## src/mqf_consts.svh

```systemverilog
`ifndef MQF_CONSTS_SVH
`define MQF_CONSTS_SVH

// queue select bus layout: [5:3] device id, [2] null queue, [1:0] queue
`define MQF_SEL_W 6
`define MQF_SEL_ID_MSB 5
`define MQF_SEL_ID_LSB 3
`define MQF_SEL_NULL_BIT 2
`define MQF_SEL_Q_MSB 1
`define MQF_SEL_Q_LSB 0
`define MQF_ID_W 3
`define MQF_MAX_QUEUES 4

// default almost-full offsets for default programming
`define MQF_DEF_OFS_SMALL 8
`define MQF_DEF_OFS_LARGE 128

// default queue depth in x18 words
`define MQF_DEF_DEPTH 8192

// byte (x9 unit) counts per word of each port width
`define MQF_UNIT_X9 2'h1
`define MQF_UNIT_X18 2'h2

// read select pipeline: new queue reaches the output on the second edge
`define MQF_RD_SWITCH_LAT 2

`endif

```

## src/mqf_pkg.sv

```systemverilog
package mqf_pkg;

   // port width strap encoding
   typedef enum logic [0:0] {
      MQF_WIDTH_X18 = 1'h0,
      MQF_WIDTH_X9 = 1'h1
   } mqf_width_t;

   // read queue switch progress
   typedef enum logic [1:0] {
      MQF_RSW_IDLE = 2'h0,
      MQF_RSW_WAIT = 2'h1,
      MQF_RSW_LOAD = 2'h2
   } mqf_rsw_t;

endpackage

```

## src/mqf_queue_level.sv

```systemverilog
`timescale 1ns/1ps
`default_nettype none
`include "mqf_consts.svh"

module mqf_queue_level #(
   parameter int DEPTH = `MQF_DEF_DEPTH
) (
   // clock and reset
   input wire logic sys_clk,
   input wire logic rstn,
   // configuration
   input wire logic cfg_load,
   input wire logic [$clog2(2*DEPTH+1)-1:0] cfg_offset,
   input wire logic wr_x9,
   input wire logic rd_x9,
   // traffic
   input wire logic push,
   input wire logic pop,
   // status
   output logic empty,
   output logic almost_full,
   output logic can_push
);

   localparam int CW = $clog2(2*DEPTH+1);
   localparam logic [CW-1:0] CAP = CW'(2*DEPTH);

   typedef struct packed {
      logic [CW-1:0] cnt;
      logic [CW-1:0] ofs;
   } mqf_lvl_state_t;

   mqf_lvl_state_t st_q;
   mqf_lvl_state_t st_d;
   logic [CW-1:0] wunit;
   logic [CW-1:0] runit;
   logic [CW-1:0] free_b;
   logic [CW-1:0] free_w;

   // level kept in x9 units so either port width can be served
   always_comb begin
      wunit = wr_x9 ? CW'(`MQF_UNIT_X9) : CW'(`MQF_UNIT_X18);
      runit = rd_x9 ? CW'(`MQF_UNIT_X9) : CW'(`MQF_UNIT_X18);
      free_b = CAP - st_q.cnt;
      free_w = wr_x9 ? free_b : (free_b >> 1);
      empty = st_q.cnt < runit;
      almost_full = free_w <= st_q.ofs;
      can_push = free_b >= wunit;
      st_d = st_q;
      if (cfg_load) begin
         st_d.ofs = cfg_offset;
      end
      // pop and push may coincide; guards keep the count in range
      st_d.cnt = st_q.cnt + ((push && can_push) ? wunit : '0)
         - ((pop && !empty) ? runit : '0);
   end

   always_ff @(posedge sys_clk or negedge rstn) begin
      if (!rstn) begin
         st_q <= '0;
      end else begin
         st_q <= st_d;
      end
   end

endmodule
`default_nettype wire

```

## src/mqf_flags.sv

```systemverilog
// Function
// - the edge that loads the output register also updates output_valid_n.
// - each queue tracks emptiness; only the read-selected queue drives it.
// - after the last word, next enabled read edge drives output_valid_n high.
// - new read queue data and its valid status appear two edges after select.
// - output_valid_n changes only on clock edges; writes change idle queues.
// - output_valid_n is released when no queue of this device is selected.
// - top three read select bits compared with device id gate the driver.
// - switching between own queues keeps driving, updating to the new queue.
// - each queue tracks almost-full; almost_full_n shows only the write-selected one.
// - each queue holds its own almost-full offset from zero to its depth.
// - default programming picks an almost-full offset of 8 or 128.
// - almost_full_n shows a new write queue on the second edge after select.
// - a write crossing the boundary drives almost_full_n low two edges later.
// - a read leaving almost-full drives almost_full_n high two edges later.
// - almost_full_n changes only on edges; reads change idle queues' status.
// - almost-full status is duplicated on a per-queue flag bus.
// - output_valid_n is active low; high marks the output word invalid.
// - almost-full counting uses words of the write port width.
// - output-valid status uses words of the read port width.
`timescale 1ns/1ps
`default_nettype none
`include "mqf_consts.svh"

module mqf_flags #(
   parameter int NUM_QUEUES = `MQF_MAX_QUEUES,
   parameter int DEPTH = `MQF_DEF_DEPTH
) (
   // clock and reset
   input wire logic sys_clk,
   input wire logic rstn,
   // device straps and programming; widths and offsets sampled once after reset, device id bits used live
   input wire logic device_id_bit0,
   input wire logic device_id_bit1,
   input wire logic device_id_bit2,
   input wire logic write_width_x9,
   input wire logic read_width_x9,
   input wire logic default_program,
   input wire logic default_offset_large,
   input wire logic [NUM_QUEUES*$clog2(2*DEPTH+1)-1:0] almost_full_offsets,
   // write port
   input wire logic [`MQF_SEL_W-1:0] write_queue_select,
   input wire logic write_select_strobe,
   input wire logic write_en_n,
   // read port
   input wire logic [`MQF_SEL_W-1:0] read_queue_select,
   input wire logic read_select_strobe,
   input wire logic read_en_n,
   // flags
   output logic output_valid_n,
   output logic output_valid_oe,
   output logic almost_full_n,
   output logic [NUM_QUEUES-1:0] almost_full_bus_n,
   output logic read_pop
);

   localparam int CW = $clog2(2*DEPTH+1);
   localparam int QW = `MQF_SEL_Q_MSB - `MQF_SEL_Q_LSB + 1;

   // ==========================================================
   // elaboration checks
   if (NUM_QUEUES < 1 || NUM_QUEUES > `MQF_MAX_QUEUES) begin : g_bad_nq
      $error("NUM_QUEUES must lie between 1 and 4");
   end
   if (DEPTH < 1) begin : g_bad_depth
      $error("DEPTH must be at least 1");
   end

   // ==========================================================
   // select bus decoding
   function automatic logic id_match(input logic [`MQF_SEL_W-1:0] sel,
                                     input logic [`MQF_ID_W-1:0] id);
      id_match = sel[`MQF_SEL_ID_MSB:`MQF_SEL_ID_LSB] == id;
   endfunction

   function automatic logic [QW-1:0] queue_of(
      input logic [`MQF_SEL_W-1:0] sel);
      queue_of = sel[`MQF_SEL_Q_MSB:`MQF_SEL_Q_LSB];
   endfunction

   // a queue number beyond the configured count behaves as empty
   function automatic logic queue_ok(input logic [`MQF_SEL_W-1:0] sel);
      queue_ok = int'(queue_of(sel)) < NUM_QUEUES;
   endfunction

   // ==========================================================
   // state
   typedef struct packed {
      logic straps_done;
      logic wr_x9;
      logic rd_x9;
      mqf_pkg::mqf_rsw_t rsw;
      logic [`MQF_SEL_W-1:0] rnew;
      logic ract_live;
      logic [QW-1:0] ract;
      logic ov_n;
      logic ov_oe;
      logic wpend;
      logic [`MQF_SEL_W-1:0] wnew;
      logic wact_live;
      logic [QW-1:0] wact;
      logic paf_s1;
      logic paf_n;
      logic [NUM_QUEUES-1:0] bus_s1;
      logic [NUM_QUEUES-1:0] bus_n;
      logic pop;
   } mqf_state_t;

   mqf_state_t st_q;
   mqf_state_t st_d;

   logic [`MQF_ID_W-1:0] dev_id;
   logic cfg_load;
   logic [NUM_QUEUES-1:0] q_empty;
   logic [NUM_QUEUES-1:0] q_af;
   logic [NUM_QUEUES-1:0] q_can_push;
   logic [NUM_QUEUES-1:0] q_push;
   logic [NUM_QUEUES-1:0] q_pop;
   logic [CW-1:0] def_ofs;
   logic [CW-1:0] cap_w;

   assign dev_id = {device_id_bit2, device_id_bit1, device_id_bit0};
   // straps and offsets are taken on the first edge after reset release
   assign cfg_load = !st_q.straps_done;

   // default offsets, clamped to the write-word depth of a queue
   always_comb begin
      cap_w = write_width_x9 ? CW'(2*DEPTH) : CW'(DEPTH);
      def_ofs = default_offset_large ? CW'(`MQF_DEF_OFS_LARGE)
         : CW'(`MQF_DEF_OFS_SMALL);
      if (def_ofs > cap_w) begin
         def_ofs = cap_w;
      end
   end

   // ==========================================================
   // per-queue level trackers
   for (genvar i = 0; i < NUM_QUEUES; i++) begin : g_q
      logic [CW-1:0] ofs;
      assign ofs = default_program ? def_ofs
         : almost_full_offsets[i*CW +: CW];
      mqf_queue_level #(
         .DEPTH(DEPTH)
      ) u_level (
         .sys_clk(sys_clk),
         .rstn(rstn),
         .cfg_load(cfg_load),
         .cfg_offset(ofs),
         .wr_x9(st_q.wr_x9),
         .rd_x9(st_q.rd_x9),
         .push(q_push[i]),
         .pop(q_pop[i]),
         .empty(q_empty[i]),
         .almost_full(q_af[i]),
         .can_push(q_can_push[i])
      );
   end

   // ==========================================================
   // next-state logic
   always_comb begin
      logic load;
      logic tgt_live;
      logic [QW-1:0] tgt;
      logic wlive_next;
      logic [QW-1:0] wq_next;
      load = 1'b0;
      tgt_live = 1'b0;
      tgt = '0;
      wlive_next = 1'b0;
      wq_next = '0;
      st_d = st_q;
      q_push = '0;
      q_pop = '0;

      // strap capture
      if (!st_q.straps_done) begin
         st_d.straps_done = 1'b1;
         st_d.wr_x9 = write_width_x9;
         st_d.rd_x9 = read_width_x9;
      end

      // ---- read side: selection pipeline
      case (st_q.rsw)
         mqf_pkg::MQF_RSW_IDLE: begin
         end
         mqf_pkg::MQF_RSW_WAIT: begin
            st_d.rsw = mqf_pkg::MQF_RSW_LOAD;
         end
         mqf_pkg::MQF_RSW_LOAD: begin
            st_d.rsw = mqf_pkg::MQF_RSW_IDLE;
         end
         default: begin
            st_d.rsw = mqf_pkg::MQF_RSW_IDLE;
         end
      endcase
      // a later select restarts the two-edge wait
      if (read_select_strobe) begin
         st_d.rnew = read_queue_select;
         st_d.rsw = mqf_pkg::MQF_RSW_WAIT;
      end

      // output register load: switch edge, enabled read or empty output
      if (st_q.rsw == mqf_pkg::MQF_RSW_LOAD) begin
         load = 1'b1;
         tgt_live = id_match(st_q.rnew, dev_id)
            && !st_q.rnew[`MQF_SEL_NULL_BIT] && queue_ok(st_q.rnew);
         tgt = queue_of(st_q.rnew);
         st_d.ract_live = tgt_live;
         st_d.ract = tgt;
         st_d.ov_oe = id_match(st_q.rnew, dev_id);
      end else begin
         load = !read_en_n || st_q.ov_n;
         tgt_live = st_q.ract_live;
         tgt = st_q.ract;
      end

      // only the active queue feeds the single valid flag
      if (load) begin
         if (tgt_live && !q_empty[tgt]) begin
            st_d.ov_n = 1'b0;
            q_pop[tgt] = 1'b1;
         end else begin
            st_d.ov_n = 1'b1;
         end
      end
      st_d.pop = |q_pop;

      // ---- write side: selection, active queue one edge later
      st_d.wpend = write_select_strobe;
      if (write_select_strobe) begin
         st_d.wnew = write_queue_select;
      end
      if (st_q.wpend) begin
         wlive_next = id_match(st_q.wnew, dev_id) && queue_ok(st_q.wnew);
         wq_next = queue_of(st_q.wnew);
      end else begin
         wlive_next = st_q.wact_live;
         wq_next = st_q.wact;
      end
      st_d.wact_live = wlive_next;
      st_d.wact = wq_next;

      // writes land in the queue active before this edge
      if (!write_en_n && st_q.wact_live && q_can_push[st_q.wact]) begin
         q_push[st_q.wact] = 1'b1;
      end

      // double-registered almost-full; first stage already follows the
      // incoming queue so the pin shows it on the second edge
      st_d.paf_s1 = wlive_next && q_af[wq_next];
      st_d.paf_n = !st_q.paf_s1;
      st_d.bus_s1 = q_af;
      st_d.bus_n = ~st_q.bus_s1;
   end

   // ==========================================================
   // state register
   always_ff @(posedge sys_clk or negedge rstn) begin
      if (!rstn) begin
         st_q <= '0;
         st_q.ov_n <= 1'b1;
         st_q.paf_n <= 1'b1;
         st_q.bus_n <= '1;
      end else begin
         st_q <= st_d;
      end
   end

   // outputs straight from the state register
   assign output_valid_n = st_q.ov_n;
   assign output_valid_oe = st_q.ov_oe;
   assign almost_full_n = st_q.paf_n;
   assign almost_full_bus_n = st_q.bus_n;
   assign read_pop = st_q.pop;

endmodule
`default_nettype wire

```

## config.mk

```make
export PLATFORM = sky130hd
export DESIGN_NAME = mqf_flags
export DESIGN_NICKNAME = d
export VERILOG_FILES = /design/src/mqf_pkg.sv /design/src/mqf_queue_level.sv /design/src/mqf_flags.sv
export VERILOG_INCLUDE_DIRS = /design/src
export SDC_FILE = /design/constraint.sdc
export NUM_CORES = 1
export LEC_CHECK = 0
export CORE_MARGIN = 8
export CORE_UTILIZATION = 55
export DETAILED_ROUTE_END_ITERATION = 10
export DONT_BUFFER_PORTS = 1
export GPL_TIMING_DRIVEN = 0
export PLACE_DENSITY = 0.7
export SLEW_MARGIN = 20
export SYNTH_ARGS = -nofsm -noshare
export SYNTH_HDL_FRONTEND = slang
export SYNTH_SLANG_ARGS = --single-unit
export TNS_END_PERCENT = 100
```

## constraint.sdc

```tcl
create_clock -name sys_clk -period 8.7 [get_ports sys_clk]
set_clock_uncertainty 0.05 [all_clocks]
set_input_delay 2.175 -clock sys_clk [delete_from_list [all_inputs] [get_ports sys_clk]]
set_output_delay 2.175 -clock sys_clk [all_outputs]
set_load 0.05 [all_outputs]
```

==> out/qor.yml <==
viasPerCell: 5.65
postSynthAreaPerCell_sq_um: 8.78
ctsHtreeMaxLevel: 4
worstPathMaxFanout: 5
grt_max_degree: 157
setup_tns_ps: 0
syn_inst: 1442
hold_depth: 1
end_kind: "flip-flop"
drc_errors: 0
start_kind: "flip-flop"
async_reset_ff_share_pct: 100
holdPathEnd: "almost_full_n"
placedCellCount: 1727
ys_warn_count: 0
synth_nets: 1731
cap_violations: 0
clkTransAtPathRegs_ps: 60
grt_usage_pct: 22.6
ys_ff_latch: 156
crit_arrival_ps: 6590
root_buffer: "clkbuf_16"
cts_tree: "done"
fin_crit_ps: 6330
hold_viol_final: 0
clock_sinks: 156
wirelength_mm: 31.1
slew_headroom_pct: 34.1
fin_crit_sh_pct: 72.8
worst_slew_pin_slew_ps: 988
drtPass1Iterations: 5
syn_area_sq_um: 12700
start_util_pct: 55.9
finalSetupViolCount: 0
postCtsSetupBuffers: 0
core_sq_um: 22600
cellLeakagePower_nw: 6.37
dieHeight_um: 168
avgRoutedWirePerCell_um: 17.7
final_layout_size_suffix_gt1_share_pct: 5.43
max_freq_mhz: 158
synth_ff_type: "dfrtp_1"
synth_top_area_share_pct: 29.6
hold_path.class: "flip-flop to flip-flop"
synth.area.top_cells: "dfrtp_1 (30%), ha_1 (19%), xnor2_1 (6.2%)"
cts_hold_buffers: 0
fin_cells: 1761
area_growth_pct: 7.55
ios: 93
clk_path_buf_depth: 2
criticalPathCategory: "flip-flop to flip-flop"
vias: 9944
cts-buffers-inserted: 17
numPortBuffers: 0
slew_violations: 0
nets: 1750
insertion_delay_ps: 430
detail-route-antenna-nets: 0
dieWidth_um: 168
rsz0062_at_grt: "no"
dieArea_sq_um: 28100
r2r-end: "g_q[3].u_level.st_q[28]"
synthDistinctLibCells: 68
synth-edff-count: 0
rr_startpoint: "g_q[2].u_level.st_q[19]"
worst_hold_startpoint: "st_q[10]"
grt_pass1_wl_mm: 51.1
peakVddDrop_uv: 230
antenna_found_initial: 4
required_ps: 8960
core.rowCount: 55
place_hpwl_mm: 24.3
ff2ff_path_depth: 21
status: "complete, no violations"
overflow: 0
gp_congestion: 0.890
power_density_nw_per_um2: 384
yosysSeqAreaShare_pct: 30.9
ff2ff_setup_slack_ps: 2370
cts_resized: 0
first_iter_violations: 625
synth_top_area_cell: "dfrtp_1"
grt_pass1_vias: 9998
cell usage after synthesis (7+ instances only):
| library cell | count |
|---|---|
| nor2b_1 | 23 |
| o21bai_1 | 16 |
| nor3_1 | 30 |
| fa_1 | 8 |
| a31oi_1 | 13 |
| inv_1 | 182 |
| xnor2_1 | 90 |
| a21oi_1 | 49 |
| nand2b_1 | 19 |
| clkbuf_1 | 27 |
| ha_1 | 196 |
| and3_1 | 11 |
| nor4_1 | 8 |
| nor2_1 | 66 |
| dfrtp_1 | 150 |
| a21o_1 | 19 |
| mux2i_1 | 19 |
| xor2_1 | 24 |
| o41ai_1 | 12 |
| mux2_2 | 23 |
| nand2_1 | 193 |
| o21ai_0 | 106 |
| nand3_1 | 22 |
| o21a_1 | 7 |
| or3_1 | 7 |
| nand4_1 | 26 |
sequential cells by signal (all words and copies together), names as in the netlist:
register,cells
almost_full_bus_n,4
read_pop,1
output_valid_n,1
st_q,28
output_valid_oe,1
g_q.u_level.st_q,120
almost_full_n,1
cell families after synthesis:
logic type | share of synthesized area, %
DFF | 30.9
adders and majority gates | 20.6
xor gates and xnor gates | 8.10
muxes | 3.73
AOI/OAI and AO/OA | 13.0
and+or+nand+nor | 16.9
other | 0.0296
buffers and inverters | 6.73
power by group:
| group | internal [mW] | switching (mW) | total (mW) |
|---|---|---|---|
| clock network | 0.432 | 0.331 | 0.763 |
| registers | 0.982 | 0.215 | 1.20 |
| logic | 1.44 | 1.83 | 3.27 |
cell usage in the layout (no fill, tap or decap), types with 5 or more instances in the layout:
cell and count:
ha_1 196, nand2_1 193, inv_1 182, dfrtp_1 150
o21ai_0 106, xnor2_1 90, nor2_1 66, a21oi_1 49
nor3_1 30, clkbuf_1 28, nand4_1 26, xor2_1 24
nor2b_1 23, mux2_2 23, nand3_1 22, mux2i_1 19
nand2b_1 19, a21o_1 19, clkbuf_16 17, o21bai_1 16
a31oi_1 13, o41ai_1 12, and3_1 11, nor4_1 8
fa_1 8, or3_1 7, o21a_1 7, buf_1 6
dfstp_2 6, and2_1 5
routing by layer:
| layer | track usage [%] | vias to the layer above | wire [um] |
|---|---|---|---|
| li1 | - | 4930 | - |
| met3 | 5.08 | 65 | 1720 |
| met2 | 36.9 | 236 | 14400 |
| met1 | 28.7 | 4709 | 13900 |
| met4 | 8.89 | 4 | 1040 |
| met5 | 0 | - | 23 |
per-stage QoR:
stage                     util [%]  setup WS, ps  hold WS, ps  power (mW)  cell area, sq um
after CTS                     60.1          2420          301        5.24             13600
final                         60.1          2370          301        5.23             13600
after floorplan                  -          2870          287        3.78             12700
after global routing          60.1          2030          315        5.75             13600
after global placement        57.5          2110          288        4.34             13000
after detailed placement      57.5          2110          294        4.44             13000
how the worst max path moves through the flow:
stage | from | slack (ps) | cells past startpoint | end
final | g_q[2].u_level.st_q[19] | 2370 | 21 | g_q[3].u_level.st_q[28]
after global routing | st_q[34] | 2030 | 19 | g_q[3].u_level.st_q[29]
after CTS | g_q[2].u_level.st_q[19] | 2420 | 21 | g_q[3].u_level.st_q[28]
after detailed placement | device_id_bit2 | 2110 | 16 | g_q[3].u_level.st_q[28]
after floorplan | device_id_bit1 | 2870 | 16 | g_q[3].u_level.st_q[28]
after global placement | device_id_bit2 | 2110 | 16 | g_q[3].u_level.st_q[28]
final cells by class:
| class | instances | area [sq um] |
|---|---|---|
| Inverter | 183 | 687 |
| Multi-Input combinational cell | 1065 | 7910 |
| Clock inverter | 13 | 144 |
| Antenna cell | 2 | 5.00 |
| Buffer | 38 | 165 |
| Fill cell | 1973 | 9020 |
| Sequential cell | 156 | 3910 |
| Tap cell | 285 | 357 |
| Clock buffer | 19 | 443 |
critical path, stage by stage, from the launching register on:
cell	delay (ps)
dfrtp_1	400
inv_1	170
ha_1	190
nor4b_2	420
xnor2_1	190
a2111oi_0	420
nand4b_1	150
nor4_1	810
mux4_2	430
nor3_2	50
nand4b_1	160
fa_1	430
inv_1	110
ha_1	240
a21o_1	180
a311o_1	360
a31oi_1	290
o21bai_1	130
a2111oi_0	590
o31a_1	220
o21bai_1	70
xnor2_1	140
Note: power is estimated with default switching activity, not from simulation.
